File: src/pkg/bdp_cfg.svh
// constants of the background debug command port
`ifndef BDP_CFG_SVH
`define BDP_CFG_SVH
// command codes
`define BDP_CMD_RESET 8'h18
`define BDP_CMD_HALT 8'h90
`define BDP_CMD_STAT_RD 8'hE4
`define BDP_CMD_CTRL_WR 8'hC4
`define BDP_CMD_MEM_RD 8'hE0
`define BDP_CMD_MEM_RD_ST 8'hE1
`define BDP_CMD_MEM_WR 8'hC0
`define BDP_CMD_MEM_WR_ST 8'hC1
`define BDP_CMD_BKPT_RD 8'hE2
`define BDP_CMD_BKPT_WR 8'hC2
`define BDP_CMD_GO 8'h08
`define BDP_CMD_STEP 8'h10
`define BDP_CMD_BLK_RD 8'h80
`define BDP_CMD_BLK_WR 8'h88
`define BDP_CMD_FPC_RD 8'h6B
`define BDP_CMD_FPC_WR 8'h4B
`define BDP_CMD_SPC_RD 8'h6F
`define BDP_CMD_SPC_WR 8'h4F
// status/control fields
`define BDP_SCR_PERMIT 7
`define BDP_SCR_ACTIVE 6
`define BDP_SCR_WMASK 8'hB0
`define BDP_SCR_RST 8'h00
`define BDP_BKPT_RST 16'h0000
// timing in debug clock cycles
`define BDP_DLY_MIN 16
`define BDP_DLY_MAX 511
`define BDP_SOFT_RST 512
`define BDP_SYNC_LEN 128
// host register offsets and fields
`define BDP_REG_CTRL 5'h00
`define BDP_REG_ADDR 5'h04
`define BDP_REG_WDATA 5'h08
`define BDP_REG_RDATA 5'h0C
`define BDP_REG_STAT 5'h10
`define BDP_CTRL_GO 8
`define BDP_CTRL_CONT 9
`define BDP_CTRL_SYNC 10
`endif

File: src/pkg/bdp_pkg.sv
// types and command shape decoding of the debug command port
`include "bdp_cfg.svh"
package bdp_pkg;
	typedef struct packed {
		logic       known;
		logic       halted_only;
		logic [4:0] out_bits;
		logic       dly;
		logic [4:0] in_bits;
	} bdp_shape_t;

	typedef enum logic [2:0] {TS_CMD, TS_RECV, TS_EXEC, TS_FETCH, TS_SEND, TS_DISCARD} bdp_tst_t;
	typedef enum logic [2:0] {HS_IDLE, HS_SRST, HS_SYNC, HS_OUT, HS_DLY, HS_IN, HS_INW} bdp_hst_t;

	// field layout of a command after its code byte
	function automatic bdp_shape_t bdp_cmd_shape(input logic [7:0] code);
		bdp_shape_t s;
		s = '0;
		unique case (code)
			`BDP_CMD_RESET:     s = '{1'b1, 1'b0, 5'd0, 1'b0, 5'd0};
			`BDP_CMD_HALT:      s = '{1'b1, 1'b0, 5'd0, 1'b1, 5'd0};
			`BDP_CMD_STAT_RD:   s = '{1'b1, 1'b0, 5'd0, 1'b0, 5'd8};
			`BDP_CMD_CTRL_WR:   s = '{1'b1, 1'b0, 5'd8, 1'b0, 5'd0};
			`BDP_CMD_MEM_RD:    s = '{1'b1, 1'b0, 5'd16, 1'b1, 5'd8};
			`BDP_CMD_MEM_RD_ST: s = '{1'b1, 1'b0, 5'd16, 1'b1, 5'd16};
			`BDP_CMD_MEM_WR:    s = '{1'b1, 1'b0, 5'd24, 1'b1, 5'd0};
			`BDP_CMD_MEM_WR_ST: s = '{1'b1, 1'b0, 5'd24, 1'b1, 5'd8};
			`BDP_CMD_BKPT_RD:   s = '{1'b1, 1'b0, 5'd0, 1'b0, 5'd16};
			`BDP_CMD_BKPT_WR:   s = '{1'b1, 1'b0, 5'd16, 1'b0, 5'd0};
			`BDP_CMD_GO:        s = '{1'b1, 1'b1, 5'd0, 1'b1, 5'd0};
			`BDP_CMD_STEP:      s = '{1'b1, 1'b1, 5'd0, 1'b1, 5'd0};
			`BDP_CMD_BLK_RD:    s = '{1'b1, 1'b1, 5'd16, 1'b1, 5'd8};
			`BDP_CMD_BLK_WR:    s = '{1'b1, 1'b1, 5'd24, 1'b1, 5'd0};
			`BDP_CMD_FPC_RD:    s = '{1'b1, 1'b1, 5'd0, 1'b1, 5'd16};
			`BDP_CMD_FPC_WR:    s = '{1'b1, 1'b1, 5'd16, 1'b1, 5'd0};
			`BDP_CMD_SPC_RD:    s = '{1'b1, 1'b1, 5'd0, 1'b1, 5'd16};
			`BDP_CMD_SPC_WR:    s = '{1'b1, 1'b1, 5'd16, 1'b1, 5'd0};
			default:            s = '0;
		endcase
		return s;
	endfunction
endpackage

File: src/pkg/bdp_link_if.sv
// serial debug link between host pod and target
`timescale 1ns/1ns
interface bdp_link_if;
	logic h_strobe;
	logic h_bit;
	logic h_sync;
	logic t_valid;
	logic t_bit;
	logic t_sync;
	modport host (output h_strobe, output h_bit, output h_sync,
		input t_valid, input t_bit, input t_sync);
	modport target (input h_strobe, input h_bit, input h_sync,
		output t_valid, output t_bit, output t_sync);
endinterface

File: src/hw/bdp_target.sv
// target end: debug command decoder and executor
// What this block does
// - all codes and data move MSB first
// - halted commands only while halted, others always
// - host starts each command with code byte
// - host waits 16 to 511 cycles per delay
// - 512 idle cycles abort the current command
// - only low 14 address bits are used
// - sync request answers with a timed pulse
// - code 18 resets the MCU, any mode
// - code 90 halts only when permit set
// - E4 reads, C4 writes status/control register
// - E0 returns one memory byte after delay
// - E1 returns status then memory byte
// - C0 writes memory byte during the delay
// - C1 writes byte, then returns status
// - E2 reads, C2 loads breakpoint register
// - 08 leaves halt and resumes at PC
// - 10 steps one instruction then halts
// - 80 streams bytes from incrementing addresses
// - 88 stores bytes at incrementing addresses
// - 6B reads, 4B writes flags and PC
// - permit clear refuses halt, keeps others
// - host checks status bit 6 (active), seen as rd[5] before the last bit, after halt
`timescale 1ns/1ns
`include "bdp_cfg.svh"
module bdp_target #(
	parameter logic [7:0] SYNC_LEN = 8'(`BDP_SYNC_LEN)
) (
	// clock and reset
	input  wire logic             hclk,
	input  wire logic             hresetn,
	// debug link
	bdp_link_if.target            link,
	// memory access
	output logic                  mem_req,
	output logic                  mem_we,
	output logic [13:0]           mem_addr,
	output logic [7:0]            mem_wdata,
	input  wire logic [7:0]       mem_rdata,
	// cpu control and registers
	output logic                  mcu_reset_req,
	output logic                  cpu_resume,
	output logic                  cpu_step,
	input  wire logic             cpu_step_done,
	input  wire logic [15:0]      cpu_flags_pc,
	input  wire logic [13:0]      cpu_spc,
	output logic                  cpu_reg_wr,
	output logic                  cpu_reg_sel,
	output logic [15:0]           cpu_reg_wdata,
	// debug state towards the cpu
	output logic                  debug_mode_active_flag,
	output logic [15:0]           breakpoint_match_reg,
	output logic [1:0]            bkpt_ctrl
);
	import bdp_pkg::*;

	typedef struct packed {
		bdp_tst_t   st;
		logic [7:0] cmd;
		bdp_shape_t shp;
		logic [4:0] cnt;
		logic [23:0] rx;
		logic [15:0] tx;
		logic [13:0] addr;
		logic [7:0] scr;
		logic [15:0] bkpt;
		logic       stepping;
		logic [7:0] sync_cnt;
		logic       t_valid;
		logic       t_bit;
		logic       t_sync;
		logic       mem_req;
		logic       mem_we;
		logic [13:0] mem_addr;
		logic [7:0] mem_wdata;
		logic       mcu_rst;
		logic       resume;
		logic       step;
		logic       reg_wr;
		logic       reg_sel;
		logic [15:0] reg_wdata;
	} bdp_tgt_s_t;

	bdp_tgt_s_t s_r;
	bdp_tgt_s_t s_nxt;
	logic       soft_rst;
	logic [7:0] code_in;
	logic [13:0] a;
	bdp_shape_t shp_in;

	// ==========================================================
	// soft reset watchdog
	bdp_idle_timer #(
		.LIMIT(10'(`BDP_SOFT_RST))
	) u_idle (
		.hclk     (hclk),
		.hresetn  (hresetn),
		.activity (link.h_strobe),
		.soft_rst (soft_rst)
	);

	// ==========================================================
	// command decode and execution
	always_comb
	begin
		s_nxt = s_r;
		code_in = {s_r.rx[6:0], link.h_bit};
		shp_in = bdp_cmd_shape(code_in);
		// address from the field, else the running block address
		if (s_r.shp.out_bits == 5'd24)
			a = s_r.rx[21:8];
		else if (s_r.shp.out_bits == 5'd16)
			a = s_r.rx[13:0];
		else
			a = s_r.addr;
		s_nxt.t_valid = 1'b0;
		s_nxt.mem_req = 1'b0;
		s_nxt.mcu_rst = 1'b0;
		s_nxt.resume = 1'b0;
		s_nxt.step = 1'b0;
		s_nxt.reg_wr = 1'b0;
		// reference pulse for speed sync
		if (s_r.sync_cnt != 8'h00)
			s_nxt.sync_cnt = s_r.sync_cnt - 8'h01;
		if (cpu_step_done && s_r.stepping)
		begin
			s_nxt.stepping = 1'b0;
			s_nxt.scr[`BDP_SCR_ACTIVE] = 1'b1;
		end
		if (link.h_sync)
		begin
			s_nxt.sync_cnt = SYNC_LEN;
			s_nxt.st = TS_CMD;
			s_nxt.cnt = 5'd0;
		end
		else if (soft_rst)
		begin
			s_nxt.st = TS_CMD;
			s_nxt.cnt = 5'd0;
		end
		else
		begin
			unique case (s_r.st)
				TS_CMD:
					if (link.h_strobe)
					begin
						s_nxt.rx = {s_r.rx[22:0], link.h_bit};
						s_nxt.cnt = s_r.cnt + 5'd1;
						if (s_r.cnt == 5'd7)
						begin
							s_nxt.cmd = code_in;
							s_nxt.shp = shp_in;
							s_nxt.cnt = 5'd0;
							if (!shp_in.known || (shp_in.halted_only &&
								!s_r.scr[`BDP_SCR_ACTIVE]))
								s_nxt.st = TS_DISCARD;
							else if (shp_in.out_bits != 5'd0)
								s_nxt.st = TS_RECV;
							else
								s_nxt.st = TS_EXEC;
						end
					end
				TS_RECV:
					if (link.h_strobe)
					begin
						s_nxt.rx = {s_r.rx[22:0], link.h_bit};
						s_nxt.cnt = s_r.cnt + 5'd1;
						if (s_r.cnt + 5'd1 == s_r.shp.out_bits)
							s_nxt.st = TS_EXEC;
					end
				TS_EXEC:
				begin
					s_nxt.addr = a;
					s_nxt.cnt = 5'd0;
					s_nxt.st = (s_r.shp.in_bits != 5'd0) ? TS_SEND : TS_CMD;
					unique case (s_r.cmd)
						`BDP_CMD_RESET:
							s_nxt.mcu_rst = 1'b1;
						`BDP_CMD_HALT:
							if (s_r.scr[`BDP_SCR_PERMIT])
								s_nxt.scr[`BDP_SCR_ACTIVE] = 1'b1;
						`BDP_CMD_STAT_RD:
							s_nxt.tx = {s_r.scr, 8'h00};
						`BDP_CMD_CTRL_WR:
							s_nxt.scr = (s_r.rx[7:0] & `BDP_SCR_WMASK) |
								(s_r.scr & ~`BDP_SCR_WMASK);
						`BDP_CMD_MEM_RD, `BDP_CMD_MEM_RD_ST, `BDP_CMD_BLK_RD:
						begin
							s_nxt.mem_req = 1'b1;
							s_nxt.mem_we = 1'b0;
							s_nxt.mem_addr = a;
							s_nxt.st = TS_FETCH;
						end
						`BDP_CMD_MEM_WR, `BDP_CMD_MEM_WR_ST, `BDP_CMD_BLK_WR:
						begin
							s_nxt.mem_req = 1'b1;
							s_nxt.mem_we = 1'b1;
							s_nxt.mem_addr = a;
							s_nxt.mem_wdata = s_r.rx[7:0];
							s_nxt.tx = {s_r.scr, 8'h00};
						end
						`BDP_CMD_BKPT_RD:
							s_nxt.tx = s_r.bkpt;
						`BDP_CMD_BKPT_WR:
							s_nxt.bkpt = {2'b00, s_r.rx[13:0]};
						`BDP_CMD_GO:
						begin
							s_nxt.scr[`BDP_SCR_ACTIVE] = 1'b0;
							s_nxt.resume = 1'b1;
						end
						`BDP_CMD_STEP:
						begin
							s_nxt.scr[`BDP_SCR_ACTIVE] = 1'b0;
							s_nxt.stepping = 1'b1;
							s_nxt.step = 1'b1;
						end
						`BDP_CMD_FPC_RD:
							s_nxt.tx = cpu_flags_pc;
						`BDP_CMD_SPC_RD:
							s_nxt.tx = {2'b00, cpu_spc};
						`BDP_CMD_FPC_WR, `BDP_CMD_SPC_WR:
						begin
							s_nxt.reg_wr = 1'b1;
							s_nxt.reg_sel = (s_r.cmd == `BDP_CMD_SPC_WR);
							s_nxt.reg_wdata = (s_r.cmd == `BDP_CMD_SPC_WR) ?
								{2'b00, s_r.rx[13:0]} : s_r.rx[15:0];
						end
						default: ;
					endcase
					// block write: next byte goes to the next address
					if (s_r.cmd == `BDP_CMD_BLK_WR)
					begin
						s_nxt.addr = a + 14'h0001;
						s_nxt.shp.out_bits = 5'd8;
						s_nxt.st = TS_RECV;
					end
				end
				TS_FETCH:
				begin
					// read data is valid one cycle after the request
					if (s_r.cmd == `BDP_CMD_MEM_RD_ST)
						s_nxt.tx = {s_r.scr, mem_rdata};
					else
						s_nxt.tx = {mem_rdata, 8'h00};
					s_nxt.st = TS_SEND;
				end
				TS_SEND:
					if (link.h_strobe)
					begin
						s_nxt.t_valid = 1'b1;
						s_nxt.t_bit = s_r.tx[15];
						s_nxt.tx = {s_r.tx[14:0], 1'b0};
						s_nxt.cnt = s_r.cnt + 5'd1;
						if (s_r.cnt + 5'd1 == s_r.shp.in_bits)
						begin
							s_nxt.cnt = 5'd0;
							s_nxt.st = TS_CMD;
							if (s_r.cmd == `BDP_CMD_BLK_RD)
							begin
								s_nxt.addr = s_r.addr + 14'h0001;
								s_nxt.shp.out_bits = 5'd0;
								s_nxt.st = TS_EXEC;
							end
						end
					end
				TS_DISCARD: ; // wait for soft reset or sync
			endcase
		end
		s_nxt.t_sync = (s_nxt.sync_cnt != 8'h00);
	end

	// ==========================================================
	// state register
	always_ff @(posedge hclk or negedge hresetn)
	begin
		if (!hresetn)
		begin
			s_r <= '0;
			s_r.st <= TS_CMD;
			s_r.scr <= `BDP_SCR_RST;
			s_r.bkpt <= `BDP_BKPT_RST;
		end
		else
			s_r <= s_nxt;
	end

	// outputs straight from the state
	assign link.t_valid = s_r.t_valid;
	assign link.t_bit = s_r.t_bit;
	assign link.t_sync = s_r.t_sync;
	assign mem_req = s_r.mem_req;
	assign mem_we = s_r.mem_we;
	assign mem_addr = s_r.mem_addr;
	assign mem_wdata = s_r.mem_wdata;
	assign mcu_reset_req = s_r.mcu_rst;
	assign cpu_resume = s_r.resume;
	assign cpu_step = s_r.step;
	assign cpu_reg_wr = s_r.reg_wr;
	assign cpu_reg_sel = s_r.reg_sel;
	assign cpu_reg_wdata = s_r.reg_wdata;
	assign debug_mode_active_flag = s_r.scr[`BDP_SCR_ACTIVE];
	assign breakpoint_match_reg = s_r.bkpt;
	assign bkpt_ctrl = s_r.scr[5:4];
endmodule

File: src/hw/bdp_idle_timer.sv
// idle watchdog of the debug link, flags a soft reset
`timescale 1ns/1ns
`include "bdp_cfg.svh"
module bdp_idle_timer #(
	parameter logic [9:0] LIMIT = 10'(`BDP_SOFT_RST)
) (
	// clock and reset
	input  wire logic hclk,
	input  wire logic hresetn,
	// link activity and result
	input  wire logic activity,
	output logic      soft_rst
);
	typedef struct packed {
		logic [9:0] cnt;
		logic       fire;
	} bdp_tmr_s_t;
	bdp_tmr_s_t s_r;
	bdp_tmr_s_t s_nxt;

	// count idle cycles, fire once on reaching the limit
	always_comb
	begin
		s_nxt = s_r;
		s_nxt.fire = 1'b0;
		if (activity)
			s_nxt.cnt = 10'h000;
		else if (s_r.cnt != LIMIT)
		begin
			s_nxt.cnt = s_r.cnt + 10'h001;
			s_nxt.fire = (s_r.cnt == LIMIT - 10'h001);
		end
	end

	// state register
	always_ff @(posedge hclk or negedge hresetn)
	begin
		if (!hresetn)
			s_r <= '{10'(`BDP_SOFT_RST), 1'b0};
		else
			s_r <= s_nxt;
	end

	assign soft_rst = s_r.fire;
endmodule

File: src/flat_wrapper.sv
// flat-port wrapper written by rule: the top's interface ports become plain ports
module bdp_target_flat import bdp_pkg::*;
#(
	parameter logic [7:0] SYNC_LEN = 8'(`BDP_SYNC_LEN)
)
  (hclk, hresetn, mem_req, mem_we, mem_addr, mem_wdata, mem_rdata, mcu_reset_req, cpu_resume, cpu_step, cpu_step_done, cpu_flags_pc, cpu_spc, cpu_reg_wr, cpu_reg_sel, cpu_reg_wdata, debug_mode_active_flag, breakpoint_match_reg, bkpt_ctrl, link_h_strobe, link_h_bit, link_h_sync, link_t_valid, link_t_bit, link_t_sync);
  bdp_link_if link_i ();
  input  wire logic hclk;
  input  wire logic hresetn;
  output logic mem_req;
  output logic mem_we;
  output logic [13:0] mem_addr;
  output logic [7:0] mem_wdata;
  input  wire logic [7:0] mem_rdata;
  output logic mcu_reset_req;
  output logic cpu_resume;
  output logic cpu_step;
  input  wire logic cpu_step_done;
  input  wire logic [15:0] cpu_flags_pc;
  input  wire logic [13:0] cpu_spc;
  output logic cpu_reg_wr;
  output logic cpu_reg_sel;
  output logic [15:0] cpu_reg_wdata;
  output logic debug_mode_active_flag;
  output logic [15:0] breakpoint_match_reg;
  output logic [1:0] bkpt_ctrl;
  input wire logic [$bits(link_i.h_strobe)-1:0] link_h_strobe;
  input wire logic [$bits(link_i.h_bit)-1:0] link_h_bit;
  input wire logic [$bits(link_i.h_sync)-1:0] link_h_sync;
  output wire logic [$bits(link_i.t_valid)-1:0] link_t_valid;
  output wire logic [$bits(link_i.t_bit)-1:0] link_t_bit;
  output wire logic [$bits(link_i.t_sync)-1:0] link_t_sync;
  assign link_i.h_strobe = link_h_strobe;
  assign link_i.h_bit = link_h_bit;
  assign link_i.h_sync = link_h_sync;
  assign link_t_valid = link_i.t_valid;
  assign link_t_bit = link_i.t_bit;
  assign link_t_sync = link_i.t_sync;
  bdp_target #(.SYNC_LEN(SYNC_LEN)) u_core (.hclk(hclk), .hresetn(hresetn), .link(link_i), .mem_req(mem_req), .mem_we(mem_we), .mem_addr(mem_addr), .mem_wdata(mem_wdata), .mem_rdata(mem_rdata), .mcu_reset_req(mcu_reset_req), .cpu_resume(cpu_resume), .cpu_step(cpu_step), .cpu_step_done(cpu_step_done), .cpu_flags_pc(cpu_flags_pc), .cpu_spc(cpu_spc), .cpu_reg_wr(cpu_reg_wr), .cpu_reg_sel(cpu_reg_sel), .cpu_reg_wdata(cpu_reg_wdata), .debug_mode_active_flag(debug_mode_active_flag), .breakpoint_match_reg(breakpoint_match_reg), .bkpt_ctrl(bkpt_ctrl));
endmodule
File: config.mk
export PLATFORM = sky130hd
export DESIGN_NAME = bdp_target_flat
export DESIGN_NICKNAME = d
export VERILOG_FILES = /design/src/pkg/bdp_pkg.sv /design/src/pkg/bdp_link_if.sv /design/src/hw/bdp_target.sv /design/src/hw/bdp_idle_timer.sv /design/src/flat_wrapper.sv
export VERILOG_INCLUDE_DIRS = /design/src /design/src/pkg
export SDC_FILE = /design/constraint.sdc
export NUM_CORES = 1
export LEC_CHECK = 0
export BUFFER_PORTS_ARGS = -buffer_cell sky130_fd_sc_hd__buf_2
export CORE_ASPECT_RATIO = 1.75
export CORE_MARGIN = 5
export CORE_UTILIZATION = 50
export DETAILED_ROUTE_END_ITERATION = 12
export HOLD_SLACK_MARGIN = 0.03
export MAX_ROUTING_LAYER = met4
export PLACE_DENSITY = 0.7
export SLEW_MARGIN = 20
export SYNTH_ARGS = -nofsm -noshare
export SYNTH_HDL_FRONTEND = slang
export SYNTH_SLANG_ARGS = --single-unit
File: constraint.sdc
create_clock -name hclk -period 3.28 [get_ports hclk]
set_clock_uncertainty 0.15 [all_clocks]
set_input_delay 0.82 -clock hclk [delete_from_list [all_inputs] [get_ports hclk]]
set_output_delay 0.82 -clock hclk [all_outputs]
set_load 0.01 [all_outputs]
# Yosys cells after proc, flatten, opt, wreduce, memory -nomap -nowiden
# Index checks and enable logic that the tools add are counted.
# classes
add_sub_neg	5
n_eq_ne	61
n_mux	67
n_bitwise	3
reduce_logical	39
# ops
operator	n
case mux 13 bit (15 select lines)	1
== test 8 bit (second input constant)	22
two-way mux 45 bit	3
two-way mux 14 bit	6
two-way mux 24 bit	3
== test 8 x 7 -> 1 bit (second input constant)	8
case mux 16 bit (4 select lines)	1
two-way mux 29 bit	2
two-way mux 53 bit	1
case mux 16 bit (3 select lines)	1
case mux 23 bit (2 select lines)	1
two-way mux 5 bit	8
== test 8 x 5 -> 1 bit (second input constant)	4
two-way mux 16 bit	2
case mux 16 bit (2 select lines)	1
two-way mux 3 bit	10
two-way mux 30 bit	1
adder 14 x 1 -> 14 bit (second input constant)	2
case mux 14 bit (2 select lines)	1
AND reduction 4 bit	7
two-way mux 8 bit	3
case mux 5 bit (4 select lines)	1
two-way mux 18 bit	1
== test 8 x 4 -> 1 bit (second input constant)	2
other kinds (43)	83
# totals
reg_bits	172
out_inout_bits	67

# Longest topological paths before layout
# depth
word_depth	11
ltp_mapped	10

# Modules after synthesis
# From an unflattened synthesis, not the netlist that was laid out.
# hier_totals
hier_cells	978
area_unflattened_um2	9029.9
# by_module_without_submodules
module	n_inst	cells_each	area_each_um2	seq_area_each_um2
bdp_target	1	919	8446.9	3678.5
bdp_idle_timer	1	59	583.1	276.5

# Worst setup path before layout
# Ideal clock, no wire load.
# synth_timing
kind	input to register
from	input port link_h_bit
to	register u_core.s_r[163] (netlist name)
setup_time_ps	73
t_arrival_ps	2535
t_required_ps	3057
slack_ps	522
stages	7
path_buffers	1
path_cell_list	buf_6 > or4_4 > or3_1 > a21oi_2 > nor3_1 > a2111o_1 > a21oi_2
# synth_via
elab_chain_cells	11
word_cells_on_any_way	31
cone_classes	eq/ne (18); mux (7); reduce/logical (6)
# synth_rtl
item	line_no	source
start: declaration	flat_wrapper.sv:28	input wire logic [$bits(link_i.h_bit)-1:0] link_h_bit;
== test 8 x 7 -> 1 bit, or another cell as far along	bdp_pkg.sv:19	unique case (code)
OR reduction 2 bit (no line)	n/a	
case mux 13 bit (15 select lines) *	bdp_pkg.sv:19	
logical NOT 1 bit or logical AND 1 bit (tied branches)	bdp_target.sv:155	if (!shp_in.known || (shp_in.halted_only &&
logical OR 1 bit *	bdp_target.sv:155	
two-way mux 3 bit *	bdp_target.sv:155	
two-way mux 29 bit *	bdp_target.sv:150	if (s_r.cnt == 5'd7)
two-way mux 53 bit *	bdp_target.sv:146	if (link.h_strobe)
case mux 3 bit (5 select lines) *	bdp_target.sv:144	unique case (s_r.st)
two-way mux 3 bit *	bdp_target.sv:137	else if (soft_rst)
two-way mux 3 bit *	bdp_target.sv:131	if (link.h_sync)
end signal: assignment	bdp_target.sv:285	s_r <= s_nxt;
end: declaration	bdp_target.sv:85	bdp_tgt_s_t s_r;
# Mark *: on every way between the ends. The rest lies on a longest branch, timed or not. The select of a mux whose other input is x is not followed.
# A chain may end at the register's enable or synchronous reset.

# Worst setup path after layout
# layout_timing
from	register u_core.s_r[150] (netlist name)
to	register u_core.s_r[94] (netlist name)
# layout_via
elab_chain_cells	6
word_cells_on_any_way	7
cone_classes	add/sub (1); eq/ne (2); mux (4)
# layout_rtl
item	line_no	source
== test 5 bit	bdp_target.sv:113	else if (s_r.shp.out_bits == 5'd16)
two-way mux 14 bit	bdp_target.sv:113	
two-way mux 14 bit *	bdp_target.sv:111	if (s_r.shp.out_bits == 5'd24)
adder 14 x 1 -> 14 bit	bdp_target.sv:234	s_nxt.addr = a + 14'h0001;
two-way mux 14 bit *	bdp_target.sv:232	if (s_r.cmd == `BDP_CMD_BLK_WR)
case mux 14 bit (2 select lines) *	bdp_target.sv:144	
# Mark *: on every way between the ends. The rest lies on a longest branch, timed or not.

==> summary.log <==
INFO  clock_tree     post-cts-setup-buffer-count=0
INFO  setup_path     regToRegEndpoint=u_core.s_r[94]$_DFFE_PN0P_
INFO  routing        ant_nets=0
INFO  setup_path     cp_num_buf_inv=0
INFO  synthesis      ys_ff_latch=158
INFO  setup_path     startpoint_type=flip-flop
INFO  finish         n_antenna_cell=0
INFO  run_status     outcome=complete, no violations
INFO  timing         final.min_clock_period=2.72ns
INFO  routing        route.vias.total=7,204
INFO  setup_path     worst_path_max_delay_cell=sky130_fd_sc_hd__dfrtp_1
INFO  placed_design  placed_cells=1,209
INFO  setup_path     path_max_fanout=23
INFO  setup_path     worstPathCellList=nor2_1 -> a21oi_4 -> nand3_2 -> or4_4 -> nor4_2 -> xor2_1 -> o21ai_1
INFO  routing        length_of_routed_met2_wiring=12,500um
INFO  placed_design  setup_slack_after_placement=0.381ns
INFO  routing        drt-met1-wl=8960um
INFO  floorplan      design.die.area=21,000squm
INFO  synthesis      ys_warn_count=0
INFO  timing         worst_slew_margin_rel=36.8%
INFO  clock_tree     htree_levels=4
INFO  synthesis      share_of_synthesized_area_occupied_by_flip_flops_and_latches=43.7%
INFO  finish         multi_input_logic_area=4370squm
INFO  timing         totalNegativeSetupSlack=0ns
INFO  finish         finish.instance_area=10,100squm
INFO  clock_tree     tritoncts_clock_tree=yes
INFO  synthesis      synth_flop_cell=sky130_fd_sc_hd__dfrtp_1
INFO  routing        drt_drc_violations_left=0
INFO  global_route   grt_pass1_wl=38,200um
INFO  setup_path     worst_ep_required_time=3.44ns
INFO  finish         design.final.nets=1,046
INFO  synthesis      ys_async_sr_fraction=100%
INFO  finish         register_ranked_first_by_flip_flop_count=u_core.s_r
INFO  clock_tree     cts.clk_slew.worst_paths=0.06ns
INFO  timing         worst-slew-pin-transition=0.947ns
INFO  routing        drt_pass1_iterations=5
INFO  timing         max_freq=0.368GHz
INFO  placed_design  dp_hpwl=17,200um
INFO  finish         most_common_library_cell_in_the_layout_ignoring_fill_and_taps=sky130_fd_sc_hd__dfrtp_1
INFO  synthesis      synth.avg_cell_area=9.62squm
INFO  setup_path     critical_path_arrival=2.87ns
INFO  global_route   maximum_number_of_pins_on_one_net_before_global_route_repair=50
INFO  floorplan      die_h=188um
INFO  synthesis      yosysUniqueCellTypes=82
INFO  global_route   grt_antenna_before_repair=0
INFO  global_route   grt_use_total=23.2%
INFO  finish         largest_register_ffs=75
INFO  setup_path     endpoint_kind=flip-flop
INFO  finish         num-fill-cells=1,592
INFO  placed_design  globalplace.congestion=0.889
INFO  flow_run       maxCapViolCount=0
INFO  routing        post_drt_wl_per_cell=18.7um
INFO  synthesis      syn-cell-area=9050squm
INFO  routing        wl_met3=919um
INFO  setup_path     flop_to_flop_setup_slack=0.56ns
INFO  floorplan      initial_core_util=50.4%
INFO  power_and_ir_drop worst_supply_voltage_drop_on_vdd=0.352mV
INFO  clock_tree     worst_skew_pair.late_latency=0.44ns
INFO  timing         rsz_0062_raised_after_global_routing=no
INFO  synthesis      number_of_synthesized_flops_with_an_enable_pin=0
INFO  floorplan      total_number_of_placement_rows=65
INFO  setup_path     worst-setup-path-type=flip-flop to flip-flop
INFO  floorplan      die_w=112um
INFO  floorplan      placeableCoreArea=18,000squm
INFO  power_and_ir_drop powerDensity=501nW/um^2
INFO  routing        via_per_inst=5.80
INFO  floorplan      design.portCount=111
INFO  setup_path     worstRegToRegCells=7
INFO  placed_design  placed_cell_area=9500squm
INFO  clock_tree     clockBufferDepth=2
INFO  finish         post_route_cells_drive_above_1_share=26.8%
INFO  global_route   first_global_vias=7,336
INFO  power_and_ir_drop power.static_leakage=4.72nW
INFO  finish         finalNonFillerCells=1,241
INFO  synthesis      synth_cells=941
INFO  finish         postLayoutCoreUtil=56.3%
INFO  setup_path     r2r-start=u_core.s_r[150]$_DFFE_PN0P_
INFO  setup_path     critical-path-top-delay-family=simple AND/OR/NAND/NOR gates
INFO  routing        routed_wl=23,200um
INFO  min_path       min_path_type=primary input to async pin
INFO  clock_tree     cts_root_buf=sky130_fd_sc_hd__clkbuf_16
INFO  timing         final_max_slew_viol_count=0
INFO  clock_tree     post_cts_resize_count=0
INFO  clock_tree     hold_bufs_at_cts=0
INFO  routing        number_of_drc_violations_after_detailed_routing_iteration_0=339
INFO  setup_path     max_incr_delay_on_cp=0.85ns
INFO  finish         most-common-layout-cells=sky130_fd_sc_hd__dfrtp_1, sky130_fd_sc_hd__nand2_1, sky130_fd_sc_hd__buf_2
INFO  timing         timing.final.crit_share=82.8%
INFO  finish         sequential_cell_area=3960squm
INFO  clock_tree     cts_inserted_buffers=17
INFO  finish         layout-area-overhead-vs-synth=11.7%
INFO  global_route   global_route.overflow_total=0
INFO  timing         finalHoldViolCount=0
INFO  timing         setup_viol_count_final=0
INFO  clock_tree     cts_num_sinks=158
INFO  placed_design  port-buffer-count=108
INFO  routing        top_signal_layer_used=met4
INFO  timing         final_critical_path_setup_slack=0.565ns
==> cell families after synthesis <==
logic type	count (synthesis)	share of synthesized area [%]
DFF	158	43.7
buffers and inverters	127	8.11
xor gates and xnor gates	30	2.90
other	1	0.0414
AOI/OAI and AO/OA	206	14.5
adders and majority gates	8	1.11
and+or+nand+nor	307	17.2
muxes	104	12.5
==> Yosys cell counts (9+ instances only) <==
| master | instances | area share, % |
|---|---|---|
| sky130_fd_sc_hd__nand3_1 | 21 | 1.2 |
| sky130_fd_sc_hd__mux2_2 | 73 | 9.1 |
| sky130_fd_sc_hd__inv_1 | 22 | 0.91 |
| sky130_fd_sc_hd__dfrtp_1 | 157 | 43 |
| sky130_fd_sc_hd__a21oi_1 | 50 | 2.8 |
| sky130_fd_sc_hd__nor2_1 | 65 | 2.7 |
| sky130_fd_sc_hd__buf_4 | 58 | 4.8 |
| sky130_fd_sc_hd__nand2b_1 | 9 | 0.62 |
| sky130_fd_sc_hd__nand2_1 | 111 | 4.6 |
| sky130_fd_sc_hd__a221oi_1 | 10 | 0.97 |
| sky130_fd_sc_hd__nor3_1 | 19 | 1.1 |
| sky130_fd_sc_hd__o21ai_1 | 9 | 0.50 |
| sky130_fd_sc_hd__o21ai_0 | 72 | 4.0 |
| sky130_fd_sc_hd__nand4_1 | 9 | 0.62 |
| sky130_fd_sc_hd__xnor2_1 | 23 | 2.2 |
| sky130_fd_sc_hd__or3_1 | 15 | 1.0 |
| sky130_fd_sc_hd__mux2i_1 | 31 | 3.4 |
| sky130_fd_sc_hd__clkbuf_1 | 31 | 1.3 |
==> area by class of cell <==
type                    instances  share of cell area (%)
well taps                     234                    2.89
clock buffers                  20                    4.61
flip-flops and latches        158                    39.1
repair buffers                138                    7.88
clock inverters                12                    1.46
multi-input cells             657                    43.2
inverters                      22                   0.816
==> power by group <==
part | leakage (nW) | internal [W] | total, W | switching [W]
sequential | 2.14 | 0.00209 | 0.00238 | 0.000287
combinational | 2.28 | 0.000294 | 0.000621 | 0.000327
clock | 0.302 | 0.00120 | 0.00207 | 0.000864
==> metal layers <==
layer / GRT usage (%) / vias up
li1: - / 3418
met5: - / -
met3: 3.20 / 66
met1: 25.8 / 3513
met4: 10.5 / 0
met2: 40.9 / 207
==> worst max-delay path by stage <==
| stage | slack (ns) | startpoint | endpoint | cells past startpoint |
|---|---|---|---|---|
| finish | 0.56 | u_core.s_r[150]$_DFFE_PN0P_ | u_core.s_r[94]$_DFFE_PN0P_ | 7 |
| global route | 0.33 | u_core.s_r[157]$_DFFE_PN0P_ | u_core.s_r[95]$_DFFE_PN0P_ | 7 |
| CTS | 0.55 | u_core.s_r[150]$_DFFE_PN0P_ | u_core.s_r[91]$_DFFE_PN0P_ | 7 |
| detailed placement | 0.38 | link_h_bit | u_core.s_r[163]$_DFFE_PN0P_ | 7 |
| global placement | 0.41 | link_h_bit | u_core.s_r[163]$_DFFE_PN0P_ | 7 |
| floorplan | 0.52 | link_h_bit | u_core.s_r[163]$_DFFE_PN0P_ | 7 |
==> through the flow <==
step                hold slack [ns]  total power (W)
floorplan                     0.296          0.00275
global placement              0.311          0.00300
finish                        0.164          0.00506
global route                  0.196          0.00528
detailed placement            0.311          0.00303
CTS                           0.176          0.00509
(Power assumes the default switching activity.)
